**config.mk**
```make
export PLATFORM = sky130hd
export DESIGN_NAME = motor_start_monitor
export DESIGN_NICKNAME = d
export VERILOG_FILES = /design/src/mstart_pkg.sv /design/src/i2t_accum.sv /design/src/motor_start_monitor.sv
export SDC_FILE = /design/constraint.sdc
export NUM_CORES = 2
export LEC_CHECK = 0
export BUFFER_PORTS_ARGS = -buffer_cell sky130_fd_sc_hd__buf_2
export CAP_MARGIN = 20
export CORE_MARGIN = 4
export CORE_UTILIZATION = 60
export CTS_CLUSTER_DIAMETER = 200
export CTS_CLUSTER_SIZE = 8
export DETAILED_ROUTE_END_ITERATION = 12
export HOLD_SLACK_MARGIN = 0.15
export PLACE_DENSITY = 0.77
export SYNTH_ARGS = -nofsm -noshare
export SYNTH_HDL_FRONTEND = slang
export SYNTH_SLANG_ARGS = --single-unit
```
**constraint.sdc**
```tcl
create_clock -name sys_clk -period 6 [get_ports sys_clk]
set_input_delay 0.9 -clock sys_clk [delete_from_list [all_inputs] [get_ports sys_clk]]
set_output_delay 0.9 -clock sys_clk [all_outputs]
set_load 0.01 [all_outputs]
```
**src/mstart_pkg.sv**
```systemverilog
// Package: shared types and constants for the motor start monitor.
// Assumes: current arrives as an unsigned per-unit magnitude each cycle.
package mstart_pkg;

  // ****************************************
  // Widths and timing
  // ****************************************
  localparam int          CUR_W          = 16;
  localparam int          ACC_W          = 48;
  localparam int          TIME_W         = 32;
  localparam int          CLK_HZ         = 25_000_000;
  localparam int          TICK_US        = 100;
  localparam int          TICK_CYC       = (CLK_HZ / 1_000_000) * TICK_US;
  localparam logic [15:0] TICK_RELOAD    = 16'(TICK_CYC - 1);
  localparam logic [TIME_W-1:0] TIME_ZERO = 32'h0000_0000;
  localparam logic [ACC_W-1:0]  ACC_ZERO  = 48'h0000_0000_0000;

  // ****************************************
  // Modes and states
  // ****************************************
  typedef enum logic {
    PRIN_DEFINITE,
    PRIN_INVERSE
  } principle_t;

  typedef enum logic [1:0] {
    ST_IDLE,
    ST_START,
    ST_RUN,
    ST_STALL
  } mon_state_t;

  // Setting bundle held by the operator side
  typedef struct packed {
    principle_t        principle;
    logic              auto_time;
    logic              stall_mon_en;
    logic              speed_sw_en;
    logic [TIME_W-1:0] manual_ticks;
    logic [TIME_W-1:0] hot_stall_ticks;
    logic [TIME_W-1:0] cold_stall_ticks;
    logic [CUR_W-1:0]  nom_start_cur;
    logic [CUR_W-1:0]  detect_cur;
    logic [CUR_W-1:0]  stall_cur;
  } settings_t;

  // Thermal overload function state
  typedef struct packed {
    logic active;
    logic motor_hot;
  } thermal_t;

endpackage : mstart_pkg

```
**src/i2t_accum.sv**
```systemverilog
// Squared-current-time accumulator with limit compare.
// Assumes: tick is a one-cycle pulse from the same clock.
module i2t_accum
  import mstart_pkg::*;
#(
  parameter int CW = CUR_W,
  parameter int AW = ACC_W
) (
  input  wire logic          sys_clk,
  input  wire logic          rst_n,
  input  wire logic          clear,
  input  wire logic          tick,
  input  wire logic [CW-1:0] cur,
  input  wire logic [AW-1:0] limit,
  output logic               over
);
  // Square must fit the sum without loss
  if (AW < 2 * CW) begin : g_acc_width
    $error("accumulator too narrow");
  end

  logic [AW-1:0]   acc_r;
  logic [AW-1:0]   acc_nxt;
  logic [2*CW-1:0] sq;

  assign sq      = cur * cur;
  assign acc_nxt = clear ? '0 : (tick ? acc_r + AW'(sq) : acc_r);
  assign over    = acc_r >= limit;

  always_ff @(posedge sys_clk or negedge rst_n) begin
    if (!rst_n) begin
      acc_r <= '0;
    end else begin
      acc_r <= acc_nxt;
    end
  end
endmodule : i2t_accum

```
**src/motor_start_monitor.sv**
```systemverilog
// Motor start and locked-rotor monitor with breaker trip output.
// Assumes: settings static while running; current measured per cycle.
module motor_start_monitor
  import mstart_pkg::*;
(
  input  wire logic                     sys_clk,
  input  wire logic                     rst_n,
  input  wire mstart_pkg::settings_t    cfg,
  input  wire mstart_pkg::thermal_t     therm,
  input  wire logic [mstart_pkg::CUR_W-1:0] cur_max,
  input  wire logic                     speed_sw,
  output logic                          trip,
  output logic                          starting,
  output logic                          stalled,
  output logic                          auto_fault
);
  import mstart_pkg::*;

  // ****************************************
  // Pin synchroniser
  // ****************************************
  logic sw_meta_r;
  logic sw_sync_r;
  always_ff @(posedge sys_clk or negedge rst_n) begin
    if (!rst_n) begin
      sw_meta_r <= 1'b0;
      sw_sync_r <= 1'b0;
    end else begin
      sw_meta_r <= speed_sw;
      sw_sync_r <= sw_meta_r;
    end
  end

  // ****************************************
  // Time base
  // ****************************************
  logic [15:0] div_r;
  wire         tick = (div_r == 16'h0000);
  always_ff @(posedge sys_clk or negedge rst_n) begin
    if (!rst_n) div_r <= TICK_RELOAD;
    else div_r <= tick ? TICK_RELOAD : div_r - 16'h0001;
  end

  // ****************************************
  // Permitted time selection
  // ****************************************
  // auto needs active thermal function
  wire auto_ok = cfg.auto_time & therm.active;
  wire [TIME_W-1:0] safe_ticks = therm.motor_hot ? cfg.hot_stall_ticks
                                                 : cfg.cold_stall_ticks;
  wire [TIME_W-1:0] allow_ticks = auto_ok ? safe_ticks : cfg.manual_ticks;
  assign auto_fault = cfg.auto_time & ~therm.active;

  // limit is Inom^2 times allowed time
  wire [ACC_W-1:0] i2t_limit =
    ACC_W'(cfg.nom_start_cur * cfg.nom_start_cur) * ACC_W'(allow_ticks);

  // ****************************************
  // Monitor state machine
  // ****************************************
  mon_state_t        st_r;
  mon_state_t        st_nxt;
  logic [TIME_W-1:0] tmr_r;
  logic              trip_r;
  logic              i2t_over;

  wire above   = cur_max >= cfg.detect_cur;
  wire stallc  = cur_max >= cfg.stall_cur;
  wire timing  = (st_r == ST_START) | (st_r == ST_STALL);
  wire sw_ok   = cfg.speed_sw_en & sw_sync_r;
  wire lim_hit = (cfg.principle == PRIN_DEFINITE) ?
                 (tmr_r >= allow_ticks) : i2t_over;
  // safe stall ceiling ignores the switch
  wire safe_hit = tmr_r >= safe_ticks;
  // trip on limit unless switch extends
  wire trip_now = timing & ((lim_hit & ~sw_ok) | (sw_ok & safe_hit));

  i2t_accum #(.CW(CUR_W), .AW(ACC_W)) u_acc (
    .sys_clk (sys_clk),
    .rst_n   (rst_n),
    .clear   (~timing),
    .tick    (tick & timing),
    .cur     (cur_max),
    .limit   (i2t_limit),
    .over    (i2t_over)
  );

  always_comb begin
    st_nxt = st_r;
    case (st_r)
      ST_IDLE: begin
        // no new start while trip stands
        if (above & ~trip_r) st_nxt = ST_START;
      end
      ST_START: begin
        if (trip_now) st_nxt = ST_IDLE;
        else if (~stallc) st_nxt = above ? ST_RUN : ST_IDLE;
      end
      ST_RUN: begin
        if (~above) st_nxt = ST_IDLE;
        else if (stallc & cfg.stall_mon_en) st_nxt = ST_STALL;
      end
      ST_STALL: begin
        if (trip_now) st_nxt = ST_IDLE;
        else if (~stallc) st_nxt = above ? ST_RUN : ST_IDLE;
      end
      default: begin
        st_nxt = ST_IDLE;
      end
    endcase
  end

  wire              hold_st  = timing & (st_nxt == st_r);
  wire [TIME_W-1:0] tmr_nxt  = hold_st ? tmr_r + TIME_W'(tick) : TIME_ZERO;
  // Trip holds until current falls, so breaker opening is seen
  wire              trip_nxt = trip_now | (trip_r & above);

  always_ff @(posedge sys_clk or negedge rst_n) begin
    if (!rst_n) begin
      st_r <= ST_IDLE;
    end else begin
      st_r <= st_nxt;
    end
  end

  always_ff @(posedge sys_clk or negedge rst_n) begin
    if (!rst_n) begin
      tmr_r <= TIME_ZERO;
    end else begin
      tmr_r <= tmr_nxt;
    end
  end

  // trip latch, set wins over release
  always_ff @(posedge sys_clk or negedge rst_n) begin
    if (!rst_n) begin
      trip_r <= 1'b0;
    end else begin
      trip_r <= trip_nxt;
    end
  end

  // ****************************************
  // Outputs
  // ****************************************
  assign trip     = trip_r;
  assign starting = (st_r == ST_START);
  assign stalled  = (st_r == ST_STALL);

  // ****************************************
  // Checks
  // ****************************************
  a_trip_cause: assert property (@(posedge sys_clk) disable iff (!rst_n)
    $rose(trip) |-> $past(timing)) else $error("trip without timing");
  a_switch_holds: assert property (@(posedge sys_clk) disable iff (!rst_n)
    (timing & sw_ok & ~safe_hit) |=> ~$rose(trip))
    else $error("tripped despite speed switch");
  a_safe_ceiling: assert property (@(posedge sys_clk) disable iff (!rst_n)
    (timing & sw_ok & safe_hit) |=> trip) else $error("safe stall missed");
  a_def_time: assert property (@(posedge sys_clk) disable iff (!rst_n)
    (timing & ~sw_ok & cfg.principle == PRIN_DEFINITE
     & tmr_r >= allow_ticks) |=> trip) else $error("definite time missed");
  a_i2t_limit: assert property (@(posedge sys_clk) disable iff (!rst_n)
    (timing & ~sw_ok & cfg.principle == PRIN_INVERSE & ~i2t_over
     & ~$past(trip)) |=> ~$rose(trip)) else $error("early i2t trip");
  a_auto_sel: assert property (@(posedge sys_clk) disable iff (!rst_n)
    (~therm.active) |-> allow_ticks == cfg.manual_ticks)
    else $error("auto without thermal");
  a_stall_entry: assert property (@(posedge sys_clk) disable iff (!rst_n)
    (st_r == ST_RUN & above & stallc & cfg.stall_mon_en) |=> stalled)
    else $error("stall not watched");
  a_trip_ends: assert property (@(posedge sys_clk) disable iff (!rst_n)
    trip_now |=> (st_r == ST_IDLE)) else $error("start not ended");
  a_no_restart: assert property (@(posedge sys_clk) disable iff (!rst_n)
    (st_r == ST_IDLE & trip_r) |=> ~starting)
    else $error("start taken while trip stands");
  a_trip_stands: assert property (@(posedge sys_clk) disable iff (!rst_n)
    (trip & above) |=> trip)
    else $error("trip released with current on");
  a_trip_drops: assert property (@(posedge sys_clk) disable iff (!rst_n)
    (trip & ~above & ~trip_now) |=> ~trip)
    else $error("trip kept after current fell");
  a_hot_select: assert property (@(posedge sys_clk) disable iff (!rst_n)
    (auto_ok & therm.motor_hot) |-> (allow_ticks == cfg.hot_stall_ticks))
    else $error("hot stall time not used");
  a_cold_select: assert property (@(posedge sys_clk) disable iff (!rst_n)
    (auto_ok & ~therm.motor_hot) |-> (allow_ticks == cfg.cold_stall_ticks))
    else $error("cold stall time not used");
  a_inv_time: assert property (@(posedge sys_clk) disable iff (!rst_n)
    (timing & ~sw_ok & cfg.principle == PRIN_INVERSE & i2t_over) |=> trip)
    else $error("inverse limit missed");
  a_timer_step: assert property (@(posedge sys_clk) disable iff (!rst_n)
    (timing & (st_nxt == st_r) & ~tick) |=> (tmr_r == $past(tmr_r)))
    else $error("timer moved without tick");
  a_sw_extends: assert property (@(posedge sys_clk) disable iff (!rst_n)
    (timing & sw_ok & lim_hit & ~safe_hit) |=> ~trip)
    else $error("switch did not extend start");
  a_stall_exit: assert property (@(posedge sys_clk) disable iff (!rst_n)
    (stalled & ~trip_now & ~stallc & above) |=> (st_r == ST_RUN))
    else $error("stall not left on lower current");

  // ****************************************
  // Coverage
  // ****************************************
  c_start_trip: cover property (@(posedge sys_clk) starting ##1 $rose(trip));
  c_stall_trip: cover property (@(posedge sys_clk) stalled ##1 $rose(trip));
  c_switch_ext: cover property (@(posedge sys_clk) timing & sw_ok & lim_hit);
  c_run: cover property (@(posedge sys_clk) st_r == ST_RUN);
  c_inv_trip: cover property (@(posedge sys_clk)
    (starting & cfg.principle == PRIN_INVERSE) ##1 $rose(trip));
endmodule : motor_start_monitor

```
Yosys cells after proc, flatten, opt, wreduce, memory -nomap -nowiden
Cells that the tools add are included.

word-level totals
  bits in registers = 101
  latch bits = 0
  RAM bits = 0
  memory bits (read-only) = 0
  input bits = 169
  output and inout port bits = 4
  word-level logic and storage cells = 57
  memories = 0

operators by class
  add/subtract/negate cells = 3
  $mul = 3
  divide/modulo/power cells = 0
  order comparisons = 5
  equality and inequality tests = 5
  shift-type cells = 0
  multiplexer cells = 14
  bitwise operators = 17
  reduce and logical (&&, ||, !) cells = 3

operator list
  cell                     count
  $mux W32                 3
  $mux W48                 2
  $ge A32 B32 Y1           2
  $mul A16 B16 Y32         2
  $add A48 B32 Y48         1
  $ge A48 B48 Y1           1
  $mul A32 B32 Y48         1
  $add A32 B1 Y32          1
  $ge A16 B16 Y1           2
  $logic_not A16 Y1        1
  $mux W16                 1
  $sub A16 B1 Y16 const B  1
  $mux W2                  6
  $and A1 B1 Y1            11
  $pmux W2 S3              1
  $eq A2 B2 Y1 const B     2
  $not A1 Y1               3
  $or A1 B1 Y1             3
  $eq A2 B1 Y1 const B     1
  $eq A2 B2 Y1             1
  $logic_not A2 Y1         1
  $ne A2 B1 Y1 const B     1
  $reduce_or A2 Y1         1
  $mux W1                  1

Depth between registers and ports, before layout
  word-level depth = 13
  gate-level depth with buffers = 64

By module
From an unflattened synthesis, not the netlist that was laid out.

unflattened totals
  cells, all modules = 5,814
  area, all modules = 50,674.9 sq um

modules (own cells, without submodules)
  module               times used  cells an instance  area each (sq um)  sequential area each (sq um)
  motor_start_monitor  1           4,430              38,579.5           1,333.8
  i2t_accum            1           1,384              12,095.4           1,201.2

Worst setup path after synthesis
OpenSTA, ideal clock, no wires.

  path kind = input -> register
  start = input port cfg[33] in the netlist's numbering
  end = register tmr_r[23]
  setup time = 0.132 ns
  arrival = 15.593 ns
  slack = -9.725 ns
  cell stages on the path = 58
  cells stage by stage = clkbuf_1 > clkbuf_1 > and2_1 > fa_1 > inv_1 > fa_1 > inv_1 > fa_1 > inv_1 > fa_1 > inv_1 > fa_1 > inv_1 > fa_1 > inv_1 > ha_1 > clkbuf_1 > a21o_1 > (+22 left out) > o21ai_1 > a31o_1 > or3b_1 > a221o_1 > a221o_1 > a21oi_2 > xnor2_1 > xnor3_1 > ha_1 > o21ai_0 > and4b_1 > o21ai_0 > a21oi_1 > o21ai_0 > nand2b_1 > clkbuf_1 > clkbuf_1 > nor2_1

between the ends
  cells in the longest elaborated chain, start to end = 12

RTL lines
  what                    line                        RTL
  start: declaration      motor_start_monitor.sv:8    input wire mstart_pkg::settings_t cfg,
  $mul A16 B16 Y32        motor_start_monitor.sv:56   ACC_W'(cfg.nom_start_cur * cfg.nom_start_cur) * ACC_W'(allow_ticks);
  $mul A32 B32 Y48        motor_start_monitor.sv:56
  $ge A48 B48 Y1          i2t_accum.sv:28             assign over = acc_r >= limit;
  $mux W1                 motor_start_monitor.sv:71   wire lim_hit = (cfg.principle == PRIN_DEFINITE) ?
  $and A1 B1 Y1           motor_start_monitor.sv:76   wire trip_now = timing & ((lim_hit & ~sw_ok) | (sw_ok & safe_hit));
  $or A1 B1 Y1            motor_start_monitor.sv:76
  $and A1 B1 Y1           motor_start_monitor.sv:76
  $mux W2                 motor_start_monitor.sv:96   if (trip_now) st_nxt = ST_IDLE;
  $pmux W2 S3             motor_start_monitor.sv:90   case (st_r)
  $eq A2 B2 Y1            motor_start_monitor.sv:113  wire hold_st = timing & (st_nxt == st_r);
  $and A1 B1 Y1           motor_start_monitor.sv:113
  $mux W32                motor_start_monitor.sv:114  wire [TIME_W-1:0] tmr_nxt = hold_st ? tmr_r + TIME_W'(tick) : TIME_ZERO;
  net tmr_nxt[23]         motor_start_monitor.sv:114
  end signal: assignment  motor_start_monitor.sv:130  tmr_r <= tmr_nxt;
  end: declaration        motor_start_monitor.sv:63   logic [TIME_W-1:0] tmr_r;

The timed path passes the listed nets, and every way through them passes these cells.
A chain may end at the register's enable or synchronous reset.

Worst setup path after layout
  start = input port cfg[40] in the netlist's numbering
  end = register tmr_r[14]

Same word-level chain as after synthesis.

==> metrics.md <==
| Metric | Value |
|---|---|
| Failing checks | negative setup slack |
| FMAX | 67.4 MHz |
| Mean number of vias per cell | 5.65 |
| Post-synth EDFFs | 0 |
| CTS tree | done |
| Combinational family with the most area after synthesis | adder cells |
| Critical Path Slowest Stage Cell | fa_2 |
| Total Wirelength | 159000 µm |
| Area of placed instances | 59000 µm² |
| Post-Synth Simple-Gate Area | 0.139 |
| Buffers on Ports | 172 |
| Most used DFF post-synth | dfrtp_1 |
| Final-stage net count | 8419 |
| Synth area leaders | fa_1 44%, ha_1 14%, inv_1 10% |
| Outcome | finished with violations |
| Worst slew pin tran | 0.980 ns |
| Synthesized cell area | 49700 µm² |
| I/O pins | 173 |
| Vias | 43475 |
| Cell count after synthesis | 5650 |
| Clock Skews | 0.0166 ns |
| Hold buffer count at CTS | 0 |
| GP Congestion | 1.04 |
| Setup-failing EPs final | 65 |
| TritonRoute pass-1 iters | 7 |
| Die W | 296 µm |
| Hold Fails Final Rpt | 0 |
| Mux share of post-synthesis cell area | 0.00733 |
| Async SR Flop Fraction | 1.00 |
| Synthesis Warnings | 0 |
| Area Overhead vs Synth | 24.0% |
| Critical path type | input pin to flop |
| Hold Path Class | flop to flop |
| Worst EP arrival | 15.13 ns |
| Post-detail-place hpwl | 134000 µm |
| Number of global-route vias before repair | 46800 |
| Crit path max fanout | 8 |
| Starting Density | 0.605 |
| Largest net degree at the start of global routing | 55 |
| Clk Latency, worst-skew pair | 0.39 ns |
| Seq cells post-synth | 101 |
| Syn Nets | 7463 |
| Die H | 296 µm |
| Drt wl/cell | 20.6 µm |
| Area leader, netlist | fa_1 |
| First-pass GRT wire length | 248000 µm |
| Minimum clock period | 14.83 ns |
| Avg Cell Area, Syn | 8.79 µm² |
| Post-route setup slack | -8.83 ns |
| Layout cells sized above 1 | 0.232 |
| Clk buf depth | 2 |
| DRC | 0 |
| CTS root buf | clkbuf_16 |
| XOR/XNOR Fraction of Synth Area | 0.0361 |
| Final Max Tran Viols | 0 |
| Total congestion overflow | 0 |
| Synth Area in Compound Gates | 0.0680 |
| Iter 0 DRT Violations | 3768 |
| Final instance area | 61600 µm² |
| Relative slew slack | 0.347 |
| Synth cell types | 77 |
| Final Cycle Share | 2.47 |
| Clock sinks | 101 |
| Post-route ant nets | 0 |
| Post-synth top area share | 0.444 |
| Max Cap Viol | 0 |
| H-tree depth | 3 |
| Max incr delay on CP | 0.61 ns |
| CP most frequent cell | fa_1 |
| Post-synthesis sequential area ratio | 0.0510 |
| Full die area | 87500 µm² |
| Total GRT Usage | 0.365 |
| Post-Synth Adder-Cell Area | 0.581 |
| Antenna violations before repair | 4 |
| Startpoint types | input pin |
| Worst path required time | 6.30 ns |
| Unrepaired setup endpoints after global routing | true |
| CTS Buf Count | 9 |
| FP Rows | 105 |
| Core area | 82100 µm² |
| Worst-path clk slew | 0.07 ns |
| Fill cell count | 5404 |
| CP Capture Type | flop |
-- critical path, delay by kind of cell --
family	cells	cell delay [ns]
compound gates	21	3.53
buf+inv	16	1.48
fa+ha+maj	17	7.91
simple gates	7	1.04
xor+xnor	2	0.27
-- per-layer routing --
| layer | up-vias | global-route usage | share of wire |
|---|---|---|---|
| met4 | 0 | 0.204 | 0.075 |
| met3 | 758 | 0.0894 | 0.11 |
| li1 | 18881 | - | - |
| met2 | 2462 | 0.588 | 0.46 |
| met1 | 21374 | 0.457 | 0.35 |
| met5 | - | 0 | 0 |
-- per-stage QoR --
stage | hold WS [ns] | TNS, ns | worst slack [ns] | util | instances
floorplan | 0.331 | -314.06 | -8.74 | - | 5650
global placement | 0.333 | -352.16 | -9.39 | 0.718 | 7603
detailed placement | 0.341 | -362.54 | -9.63 | 0.718 | 7603
CTS | 0.357 | -318.34 | -8.86 | 0.738 | 7656
global route | 0.371 | -342.50 | -9.28 | 0.750 | 7682
finish | 0.356 | -323.02 | -8.83 | 0.750 | 7688
-- state kept, by name (all words and copies together), names as in the netlist --
register	cells
div_r	16
sw_sync_r	1
trip	1
tmr_r	32
sw_meta_r	1
u_acc.acc_r	48
st_r	2
-- cell usage in the layout (no fill, tap or decap), types with 26 or more instances in the layout --
master and count:
a21o_1 132, a21oi_1 99, a21oi_2 35, and2_1 91
buf_12 42, buf_2 148, buf_4 897, buf_6 63
dfrtp_1 95, fa_1 1073, fa_2 30, ha_1 516
inv_1 1308, inv_2 30, mux2i_1 33, nand2_1 696
nand2b_1 48, nand3_1 34, nand4_1 35, nor2_1 476
nor2_4 26, nor2b_1 29, o21ai_0 32, xnor2_1 100
xor2_1 67
-- final timing paths --
path	start	endpoint	slack, ns	cells past startpoint
worst max register to register	u_acc.acc_r[14]	u_acc.acc_r[47]	0.68	22
worst min-delay path	sw_meta_r	sw_sync_r	0.36	0
worst min register to register	sw_meta_r	sw_sync_r	0.36	0
worst max-delay path	cfg[40]	tmr_r[14]	-8.83	63
min in group asynchronous	rst_n	tmr_r[18]	0.56	1
max in group asynchronous	rst_n	u_acc.acc_r[37]	4.25	2
-- area by class of cell --
class / instances / area [µm²] / area share
Inverter: 1345 / 5070 / 0.0822
Tap cell: 1070 / 1340 / 0.0217
Clock inverter: 7 / 116 / 0.00189
Antenna cell: 7 / 17.5 / 0.000284
Multi-Input combinational cell: 3992 / 43200 / 0.700
Sequential cell: 101 / 2530 / 0.0411
Clock buffer: 9 / 225 / 0.00365
Timing Repair Buffer: 1157 / 9170 / 0.149
-- kinds of logic after synthesis --
logic type / count (synthesis)
AOI/OAI and AO/OA: 507
xor gates and xnor gates: 199
adders and majority gates: 1644
buffers and inverters: 1557
DFF: 101
muxes: 36
and+or+nand+nor: 1606
-- cells in the mapped netlist (20+ instances only) --
| library cell | instances |
|---|---|
| a211oi_1 | 20 |
| clkbuf_1 | 197 |
| and2_1 | 111 |
| a21oi_1 | 140 |
| nor2b_1 | 31 |
| o21ai_0 | 53 |
| dfrtp_1 | 95 |
| nand2_1 | 716 |
| a21o_1 | 132 |
| and3_1 | 25 |
| mux2i_1 | 33 |
| fa_1 | 1103 |
| nand2b_1 | 50 |
| xor2_1 | 79 |
| nand4_1 | 35 |
| inv_1 | 1341 |
| nor3_1 | 26 |
| ha_1 | 541 |
| xnor2_1 | 116 |
| nand3_1 | 37 |
| o21a_1 | 22 |
| nor2_1 | 525 |
-- what timing repair did --
action	CTS	global route
pin swaps	164	201
setup endpoints to repair	65	69
cloned	3	0
setup buffers	37	28
gates resized for setup	243	190
Power is not shown: default switching activity piles up to over one toggle a cycle in this logic, so the estimate is an artifact.
